`src/inc/rcf_pkg.sv`:
```
// package for the reset cause flag block: register map, field positions,
// reset values and small helper functions.
// assumes a 16-bit register port with word index addressing.
package rcf_pkg;

  localparam int unsigned ADDR_W = 4;
  localparam int unsigned DATA_W = 16;

  // register indices
  localparam logic [3:0] ADDR_CAUSE     = 4'h0;  // reset_cause_control
  localparam logic [3:0] ADDR_IRQ_STAT  = 4'h1;
  localparam logic [3:0] ADDR_IRQ_MASK  = 4'h2;
  localparam logic [3:0] ADDR_WDT_STATE = 4'h3;

  // field positions in reset_cause_control
  localparam int unsigned BIT_TRAP  = 15;
  localparam int unsigned BIT_ILLOP = 14;
  localparam int unsigned BIT_CFGMM = 9;
  localparam int unsigned BIT_EXT   = 7;
  localparam int unsigned BIT_SWRST = 6;
  localparam int unsigned BIT_SWDT  = 5;
  localparam int unsigned BIT_WATCHDOG_TIMEOUT_FLAG  = 4;

  // writable bits of reset_cause_control; the rest read as zero
  localparam logic [15:0] CAUSE_WMASK = 16'hC2F0;
  // the cause flags alone, without the watchdog enable
  localparam logic [15:0] FLAG_MASK   = 16'hC2D0;
  localparam logic [15:0] CAUSE_RST   = 16'h0000;
  localparam logic [15:0] MASK_RST    = 16'h0000;

  // interrupt register width and reset value
  localparam int unsigned IRQ_W    = 6;
  localparam logic [5:0]  IRQ_RST  = 6'h00;

  // gather the six cause flags into one compact vector
  function automatic logic [5:0] pack_flags(input logic [15:0] v);
    pack_flags = {v[BIT_TRAP], v[BIT_ILLOP], v[BIT_CFGMM],
                  v[BIT_EXT], v[BIT_SWRST], v[BIT_WATCHDOG_TIMEOUT_FLAG]};
  endfunction

  // scatter a compact vector back into register positions
  function automatic logic [15:0] unpack_flags(input logic [5:0] f);
    logic [15:0] v;
    v = 16'h0000;
    v[BIT_TRAP]  = f[5];
    v[BIT_ILLOP] = f[4];
    v[BIT_CFGMM] = f[3];
    v[BIT_EXT]   = f[2];
    v[BIT_SWRST] = f[1];
    v[BIT_WATCHDOG_TIMEOUT_FLAG]  = f[0];
    unpack_flags = v;
  endfunction

endpackage

```
`src/logic/rcf_sticky.sv`:
```
// sticky event register: hardware set, write-one-to-clear.
// assumes set and clear arrive as one-cycle vectors on clk_i.
`timescale 1ns/100ps
module rcf_sticky #(
  parameter int unsigned W = 6
) (
  input  wire logic         clk_i,
  input  wire logic         rst_i,
  input  wire logic [W-1:0] set_i,
  input  wire logic [W-1:0] clr_i,
  output logic      [W-1:0] q_o
);

  logic [W-1:0] next_q;

  // set beats clear so an event in the clearing cycle is kept
  assign next_q = (q_o & ~clr_i) | set_i;

  // plain synchronous reset
  always_ff @(posedge clk_i) begin
    if (rst_i) begin
      q_o <= '0;
    end else begin
      q_o <= next_q;
    end
  end

endmodule

```
`src/logic/rcf_top.sv`:
```
// reset cause flags and watchdog enable control, with event interrupt.
// assumes the reset sources give one-cycle pulses on clk_i, and that
// rst_i is the power-on reset only; cause resets do not clear this block.
//
// Decided for this implementation: strobed register access and the register offsets.
`timescale 1ns/100ps
module rcf_top
  import rcf_pkg::*;
(
  input  wire logic              clk_i,
  input  wire logic              rst_i,
  input  wire logic [ADDR_W-1:0] addr_i,
  input  wire logic [DATA_W-1:0] wdata_i,
  input  wire logic              wr_i,
  input  wire logic              rd_i,
  output logic      [DATA_W-1:0] rdata_o,
  input  wire logic              master_clear_pin_i,
  input  wire logic              sw_reset_instr_i,
  input  wire logic              watchdog_expired_i,
  input  wire logic              trap_conflict_i,
  input  wire logic              illegal_op_i,
  input  wire logic              config_mismatch_i,
  input  wire logic              cfg_watchdog_force_on_i,
  output logic                   watchdog_enable_o,
  output logic                   irq_o
);

  // cause events gathered in the compact flag order
  logic [5:0]  evt;
  logic [15:0] cause;
  logic [5:0]  irq_stat;
  logic [5:0]  irq_mask;
  logic [15:0] next_cause;
  logic        wr_cause;
  logic        wr_stat;
  logic        wr_mask;
  logic [15:0] rd_mux;
  logic [15:0] evt_bits;
  logic        sw_wdt;

  assign evt = {trap_conflict_i, illegal_op_i, config_mismatch_i,
                master_clear_pin_i, sw_reset_instr_i,
                watchdog_expired_i};
  assign evt_bits = unpack_flags(evt);
  assign sw_wdt   = cause[BIT_SWDT];

  // address decode
  assign wr_cause = wr_i && (addr_i == ADDR_CAUSE);
  assign wr_stat  = wr_i && (addr_i == ADDR_IRQ_STAT);
  assign wr_mask  = wr_i && (addr_i == ADDR_IRQ_MASK);

  // software write replaces flags; hardware events still win over it
  // so a cause arriving with a clearing write is never lost
  assign next_cause = (wr_cause ? (wdata_i & CAUSE_WMASK) : cause)
                      | evt_bits;

  // cause register; only power-on reset clears it
  always_ff @(posedge clk_i) begin
    if (rst_i) begin
      cause <= CAUSE_RST;
    end else begin
      cause <= next_cause;
    end
  end

  // interrupt status: hardware set, write one to clear
  rcf_sticky #(
    .W (IRQ_W)
  ) u_stat (
    .clk_i (clk_i),
    .rst_i (rst_i),
    .set_i (evt),
    .clr_i (wr_stat ? wdata_i[5:0] : 6'h00),
    .q_o   (irq_stat)
  );

  always_ff @(posedge clk_i) begin
    if (rst_i) begin
      irq_mask <= IRQ_RST;
    end else if (wr_mask) begin
      irq_mask <= wdata_i[5:0];
    end
  end

  // software enable unless the configuration forces it on
  assign watchdog_enable_o = cfg_watchdog_force_on_i | sw_wdt;
  assign irq_o = |(irq_stat & irq_mask);

  // read select; unmapped indices read zero
  always_comb begin
    case (addr_i)
      ADDR_CAUSE:     rd_mux = cause;
      ADDR_IRQ_STAT:  rd_mux = {10'h000, irq_stat};
      ADDR_IRQ_MASK:  rd_mux = {10'h000, irq_mask};
      ADDR_WDT_STATE: rd_mux = {15'h0000, watchdog_enable_o};
      default:        rd_mux = 16'h0000;
    endcase
  end

  // read data stands only in the cycle after the strobe
  always_ff @(posedge clk_i) begin
    if (rst_i) begin
      rdata_o <= 16'h0000;
    end else if (rd_i) begin
      rdata_o <= rd_mux;
    end else begin
      rdata_o <= 16'h0000;
    end
  end

  // checks
  property p_ext_set;
    @(posedge clk_i) disable iff (rst_i)
    master_clear_pin_i |=> cause[BIT_EXT];
  endproperty
  a_ext_set: assert property (p_ext_set)
    else $error("ext pin flag not set");

  property p_swr_set;
    @(posedge clk_i) disable iff (rst_i)
    sw_reset_instr_i |=> cause[BIT_SWRST];
  endproperty
  a_swr_set: assert property (p_swr_set)
    else $error("sw reset flag not set");

  property p_swdt_wr;
    @(posedge clk_i) disable iff (rst_i)
    wr_cause |=> (sw_wdt == $past(wdata_i[BIT_SWDT]));
  endproperty
  a_swdt_wr: assert property (p_swdt_wr)
    else $error("watchdog enable not written");

  property p_force_on;
    @(posedge clk_i) disable iff (rst_i)
    cfg_watchdog_force_on_i |-> watchdog_enable_o;
  endproperty
  a_force_on: assert property (p_force_on)
    else $error("watchdog not forced on");

  property p_watchdog_timeout_flag_set;
    @(posedge clk_i) disable iff (rst_i)
    watchdog_expired_i |=> cause[BIT_WATCHDOG_TIMEOUT_FLAG];
  endproperty
  a_watchdog_timeout_flag_set: assert property (p_watchdog_timeout_flag_set)
    else $error("time-out flag not set");

  property p_sw_write;
    @(posedge clk_i) disable iff (rst_i)
    (wr_cause && evt == 6'h00) |=>
      ((cause & FLAG_MASK) == ($past(wdata_i) & FLAG_MASK));
  endproperty
  a_sw_write: assert property (p_sw_write)
    else $error("flag write not taken");

  property p_trap_set;
    @(posedge clk_i) disable iff (rst_i)
    trap_conflict_i |=> cause[BIT_TRAP];
  endproperty
  a_trap_set: assert property (p_trap_set)
    else $error("trap flag not set");

  property p_illop_set;
    @(posedge clk_i) disable iff (rst_i)
    illegal_op_i |=> cause[BIT_ILLOP];
  endproperty
  a_illop_set: assert property (p_illop_set)
    else $error("illegal op flag not set");

  property p_cfgmm_set;
    @(posedge clk_i) disable iff (rst_i)
    config_mismatch_i |=> cause[BIT_CFGMM];
  endproperty
  a_cfgmm_set: assert property (p_cfgmm_set)
    else $error("mismatch flag not set");

  property p_hold;
    @(posedge clk_i) disable iff (rst_i)
    !wr_cause |=> ((cause & $past(cause)) == $past(cause));
  endproperty
  a_hold: assert property (p_hold)
    else $error("flag lost without software clear");

  // read data must drop back to zero when no read was taken
  property p_rdata_idle;
    @(posedge clk_i) disable iff (rst_i)
    !rd_i |=> (rdata_o == 16'h0000);
  endproperty
  a_rdata_idle: assert property (p_rdata_idle)
    else $error("read data held past its cycle");

  // a cause read returns the register as it stood at the strobe
  property p_rd_cause;
    @(posedge clk_i) disable iff (rst_i)
    (rd_i && addr_i == ADDR_CAUSE) |=> (rdata_o == $past(cause));
  endproperty
  a_rd_cause: assert property (p_rd_cause)
    else $error("cause read data wrong");

  // status keeps every event even beside a clearing write
  property p_stat_set;
    @(posedge clk_i) disable iff (rst_i)
    (evt != 6'h00) |=> ((irq_stat & $past(evt)) == $past(evt));
  endproperty
  a_stat_set: assert property (p_stat_set)
    else $error("event lost from status");

  // the software enable only moves on a write to the cause register
  property p_swdt_keep;
    @(posedge clk_i) disable iff (rst_i)
    !wr_cause |=> $stable(sw_wdt);
  endproperty
  a_swdt_keep: assert property (p_swdt_keep)
    else $error("watchdog enable changed without write");

  // unimplemented bits of the cause register always read zero
  property p_unimpl_zero;
    @(posedge clk_i) disable iff (rst_i)
    (cause & ~CAUSE_WMASK) == 16'h0000;
  endproperty
  a_unimpl_zero: assert property (p_unimpl_zero)
    else $error("unimplemented cause bit set");

endmodule

```
`config.mk`:
```
export PLATFORM = sky130hd
export DESIGN_NAME = rcf_top
export DESIGN_NICKNAME = d
export VERILOG_FILES = /design/src/inc/rcf_pkg.sv /design/src/logic/rcf_sticky.sv /design/src/logic/rcf_top.sv
export SDC_FILE = /design/constraint.sdc
export NUM_CORES = 1
export LEC_CHECK = 0
export ABC_CLOCK_PERIOD_IN_PS = 1700
export BUFFER_PORTS_ARGS = -buffer_cell sky130_fd_sc_hd__buf_2
export CAP_MARGIN = 20
export CELL_PAD_IN_SITES_DETAIL_PLACEMENT = 2
export CELL_PAD_IN_SITES_GLOBAL_PLACEMENT = 2
export CORE_MARGIN = 2
export CORE_UTILIZATION = 27
export CTS_CLUSTER_DIAMETER = 150
export DETAILED_ROUTE_END_ITERATION = 16
export MAX_ROUTING_LAYER = met4
export PLACE_DENSITY_LB_ADDON = 0.05
export SYNTH_ARGS = -nofsm -noshare
export SYNTH_HDL_FRONTEND = slang
export SYNTH_HIERARCHICAL = 1
export SYNTH_SLANG_ARGS = --single-unit
```
`constraint.sdc`:
```
create_clock -name clk_i -period 1.7 [get_ports clk_i]
set_input_delay 0.17 -clock clk_i [delete_from_list [all_inputs] [get_ports clk_i]]
set_output_delay 0.17 -clock clk_i [all_outputs]
set_load 0.01 [all_outputs]
```
# --- Word-level counts from Yosys, hierarchy flattened ---
# Index checks and enable logic that the tools add are counted.
totals:
  mem_bits_rw: 0
  elab_cells: 23
  inputBits: 31
  mem_count: 0
  out_inout_bits: 18
  latch_bits: 0
  rom_bits: 0
  regBits: 44
classes:
  muxes: 3
  multipliers: 0
  n_addsub: 0
  eq_ne: 3
  n_lt_le_gt_ge: 0
  reduce_logical: 6
  shifts: 0
  div_mod_pow: 0
  n_bitwise: 7
op_table:
  columns: ["op", "n"]
  rows:
  - ["$pmux W16 S4", 1]
  - ["$mux W16", 1]
  - ["$or A16 B16 Y16", 1]
  - ["$and A6 B6 Y6", 2]
  - ["$eq A4 B2 Y1 const B", 2]
  - ["$mux W6", 1]
  - ["$not A6 Y6", 1]
  - ["$or A6 B6 Y6", 1]
  - ["$reduce_or A6 Y1", 1]
  - ["$eq A4 B1 Y1 const B", 1]
  - ["$logic_not A4 Y1", 1]
  - ["$logic_and A1 B1 Y1", 3]
  - ["$reduce_or A2 Y1", 1]
  - ["$not A1 Y1", 1]
  - ["$or A1 B1 Y1", 1]

# --- Logic depth before layout (Yosys ltp) ---
depth:
  word_depth: 6
  mapped_depth: 5
  mapped_depth_nobuf: 4

# --- Cells and area by module ---
# The synthesis kept the hierarchy.
modules_own_cells:
  columns: ["module", "n_inst", "cells_each", "area_each_um2", "seq_area_each_um2"]
  rows:
  - ["rcf_top", 1, 119, 1067.3, 480.5]
  - ["rcf_sticky", 1, 24, 255.2, 120.1]

# --- Least setup slack after synthesis ---
# Ideal clock, no wire load.
synth_path:
  path_kind: "input port to flip-flop"
  start: "in addr_i[0]"
  end: "reg irq_mask[0]"
  n_path_buf: 1
  setup_ns: 0.132
  path_slack_ns: 0.355
  arrival_time_ns: 1.213
  cell_stages: 4
  required_time_ns: 1.568
  cell_sequence: "buf_2 or4b_2 o21ai_0 a21oi_1"
synth_via:
  elab_chain_cells: 2
synth_lines:
  columns: ["element", "line_no", "rtl"]
  rows:
  - ["start, declared", "rcf_top.sv:12", "input wire logic [ADDR_W-1:0] addr_i,"]
  - ["$eq A4 B2 Y1", "rcf_top.sv:50", "assign wr_mask = wr_i && (addr_i == ADDR_IRQ_MASK);"]
  - ["$logic_and A1 B1 Y1", "rcf_top.sv:50", null]
  - ["end signal, assigned", "rcf_top.sv:81", "irq_mask <= wdata_i[5:0];"]
  - ["end, declared", "rcf_top.sv:32", "logic [5:0] irq_mask;"]
# Every way passes these cells.
# A chain may end at the register's enable or synchronous reset.

# --- Worst setup path in the final report ---
layout_path:
  start: "in addr_i[3]"
  end: "reg rdata_o[9]"
layout_via:
  elab_chain_cells: 2
  elab_cells_between_ends: 5
  classes_between: "3 x eq/ne; 1 x mux; 1 x reduce/logical"
layout_lines:
  columns: ["element", "line_no", "rtl"]
  rows:
  - ["$eq A4 B2 Y1, or another cell as far along", "rcf_top.sv:91", "case (addr_i)"]
  - ["$pmux W16 S4 (*)", "rcf_top.sv:91", null]
  - ["end signal, assigned", "rcf_top.sv:105", "rdata_o <= rd_mux;"]
  - ["end, declared", "rcf_top.sv:16", "output logic [DATA_W-1:0] rdata_o,"]
# Every way passes the cells marked *; elsewhere a longest branch is shown, timed or not.

==> metrics.md <==
| Metric | Value |
|---|---|
| CTS clock-pin slew for the worst setup and hold paths | `60 ps` |
| Max rail drop VDD | `0.3324 mV` |
| Syn Inst Count | `143` |
| Layout cells sized above 1 | `35.14%` |
| DIE WIDTH | `73.99 microns` |
| Top cell family by delay on the critical path | `simple AND/OR/NAND/NOR gates` |
| DRC Markers | `0` |
| Status | `finished, final reports clean` |
| P_leak | `0.0007153 uW` |
| Tmin final | `1330 ps` |
| Setup_tns | `0 ps` |
| Post-route clock period utilization | `78.24%` |
| Worst hold margin | `133.5 ps` |
| GPL Wtd Cong | `0.7084` |
| Commonest non-fill, non-tap cells in the layout | `buf_2 (38), dfxtp_1 (30), a21oi_1 (22)` |
| CTS buffer count | `5` |
| #FFs+latches synth | `30` |
| Clock power share | `39.5%` |
| Drt via density | `4.821` |
| Syn avg cell area | `9.248 sq um` |
| Flop pwr share | `50.3%` |
| Max Cap Viol | `0` |
| Routed WL per cell | `16.46 microns` |
| R2R cell count | `3` |
| Setup CP Type | `primary input to flip-flop` |
| Crit path buf inv count | `1` |
| Synth-to-Final Area Change | `25.73%` |
| Post CTS Setup Buffer Count | `0` |
| GR Overflow Total | `0` |
| Reg2reg start | `cause[5]` |
| Antenna Cells | `0` |
| Synth Warn # | `6` |
| Overall power | `1488 uW` |
| Antenna violations before repair | `0` |
| Vias in the first global route | `1,294` |
| Pin count of the biggest net entering global routing | `21` |
| WP depth | `4` |
| DRT iter0 DRCs | `63` |
| Mapped cell area | `0.001323 sq mm` |
| PostCTS Resize Cnt | `0` |
| Cell Int Power | `1118 uW` |
| Initial Util | `28.00%` |
| Die ar. | `0.005474 sq mm` |
| Worst Setup End Kind | `flip-flop` |
| First-pass GRT wire length | `6.479 mm` |
| DR pass1 iterations | `4` |
| Longest Clk Path Bufs | `2` |
| Fillers | `533` |
| WL final | `4.148 mm` |
| Clock root buffer | `clkbuf_8` |
| Synth cell types | `26` |
| Net Sw Frac | `24.86%` |
| Clock sink total | `30` |
| FF-to-FF End | `rdata_o[0]` |
| Fin nets | `215` |
| CP required | `1920 ps` |
| Register area share after synthesis | `45.41%` |
| Ports | `49` |
| P per Cell Area | `894.8 mW/mm^2` |
| Hold Fails Final Rpt | `0` |
| Via count | `1,215` |
| Tot GR Track Use | `16.65%` |
| DP Worst Slack | `78.51 ps` |
| Worst-skew pair later-pin latency | `280 ps` |
| Hold crit path type | `primary input to flip-flop` |
| CP startpoint | `addr_i[3]` |
| Floorplan row count | `25` |
| Crit-path max FO | `8` |
| Fin cells | `252` |
| Core footprint | `0.004723 sq mm` |
| Setup violators final | `0` |
| # port buffers | `38` |
| Hpwl dp | `3.153 mm` |
| Die H | `73.99 microns` |
| Cts hold-fix bufs | `0` |
| Crit path to | `rdata_o[9]` |
| Slew Limit Fails | `0` |
| CP max stage delay | `730 ps` |
| Crit path DAT | `1550 ps` |
| Commonest non-fill, non-tap cell in the layout | `buf_2` |
| Unrepaired setup endpoints after global routing | `false` |
| Psw | `369.9 uW` |
| Dpl cells | `244` |
| Fin Clk Skew | `3.210 ps` |
| CTS H-tree lvls | `2` |
| Comb power frac | `10.1%` |
| Post-route ant nets | `0` |
| Final WS setup | `369.9 ps` |
| Startpoint types | `primary input` |
| Max Freq | `751.8 MHz` |
| Slowest CP cell | `or4_1` |
| R2r setup slk | `650 ps` |
| Critical-path cell list | `buf_2 -> or4_1 -> nor3b_4 -> and2_1` |
| CTS tree | `done` |
[metrics by stage]
step / util (%) / instance area, sq um
floorplan: - / 1338
global placement: 33.27 / 1572
detailed placement: 33.27 / 1572
CTS: 35.21 / 1663
global route: 35.21 / 1663
finish: 35.21 / 1663
[flip-flops by register name, indices dropped and copies added (netlist names)]
register and cells:
rdata_o 11, u_stat/q_o 6, cause 7, irq_mask 6
[power groups by stage]
stage / Combinational, uW / Sequential [uW] / Clock, uW
finish: 151 / 749 / 588
detailed placement: 154 / 765 / 0
CTS: 155 / 749 / 607
global placement: 146 / 764 / 0
global route: 168 / 752 / 635
floorplan: 90.5 / 758 / 0
[how the worst min path moves through the flow]
stage                                   from            end  slack, ps  cells after the start
final                        trap_conflict_i  u_stat/q_o[5]        130                      3
after global routing      master_clear_pin_i  u_stat/q_o[2]        140                      3
after CTS                    trap_conflict_i  u_stat/q_o[5]        130                      3
after detailed placement  master_clear_pin_i  u_stat/q_o[2]        430                      3
after global placement    master_clear_pin_i  u_stat/q_o[2]        420                      3
after floorplan                        rst_i       cause[4]        240                      1
[per-layer routing]
| layer | up-vias | part of all wire (%) | track usage (%) |
|---|---|---|---|
| met2 | 30 | 51 | 28.67 |
| li1 | 577 | - | - |
| met3 | 7 | 3.5 | 2.981 |
| met4 | 0 | 1.4 | 5.455 |
| met1 | 601 | 44 | 19.57 |
| met5 | - | 0 | - |
[worst reg2reg max path: cells and delay by family (launching register included)]
kind / cells / cell delay [ps]
flops: 1 / 320
compound gates: 2 / 310
simple gates: 1 / 300
[Yosys cell counts]
| library cell | instances | area, sq um |
|---|---|---|
| nor3b_4 | 1 | 18.77 |
| inv_1 | 7 | 26.28 |
| mux2i_1 | 2 | 20.02 |
| dfxtp_1 | 30 | 600.6 |
| a31oi_1 | 6 | 37.54 |
| or4b_2 | 2 | 20.02 |
| nor2b_1 | 1 | 6.260 |
| nor4b_2 | 2 | 30.03 |
| a32oi_1 | 1 | 8.760 |
| or4_1 | 1 | 7.510 |
| nand3_1 | 8 | 40.04 |
| nor4_2 | 1 | 12.51 |
| o21ai_0 | 13 | 65.06 |
| buf_6 | 1 | 11.26 |
| buf_4 | 5 | 37.54 |
| and3_1 | 6 | 37.54 |
| and2_1 | 5 | 31.28 |
| a21oi_1 | 22 | 110.1 |
| or2_2 | 3 | 18.77 |
| clkbuf_1 | 5 | 18.77 |
| nand2_1 | 3 | 11.26 |
| buf_2 | 2 | 10.01 |
| nor2_1 | 3 | 11.26 |
| a22oi_1 | 6 | 45.04 |
| nand2b_4 | 6 | 82.58 |
| conb_1 | 1 | 3.750 |
[area by class of cell]
type                       instances  area (sq um)  area share [%]
sequential                        30         600.6           36.12
clock buffer                       7         86.33           5.192
tap                               67         83.83           5.041
inverter                           7         26.28           1.580
clock inverter                     1         5.005          0.3010
multi-input combinational         97         633.1           38.07
timing repair buffer              43         227.7           13.69
[kinds of logic (layout without fill, tap and decap cells)]
family | after synthesis | after routing | synth area share (%)
AOI/OAI and AO/OA | 48 | 48 | 20.15
and+or+nand+nor | 42 | 42 | 24.79
DFF | 30 | 30 | 45.41
buffers and inverters | 20 | 58 | 7.853
muxes | 2 | 2 | 1.514
other | 1 | 5 | 0.2835
Note: power is estimated with default switching activity, not from simulation.
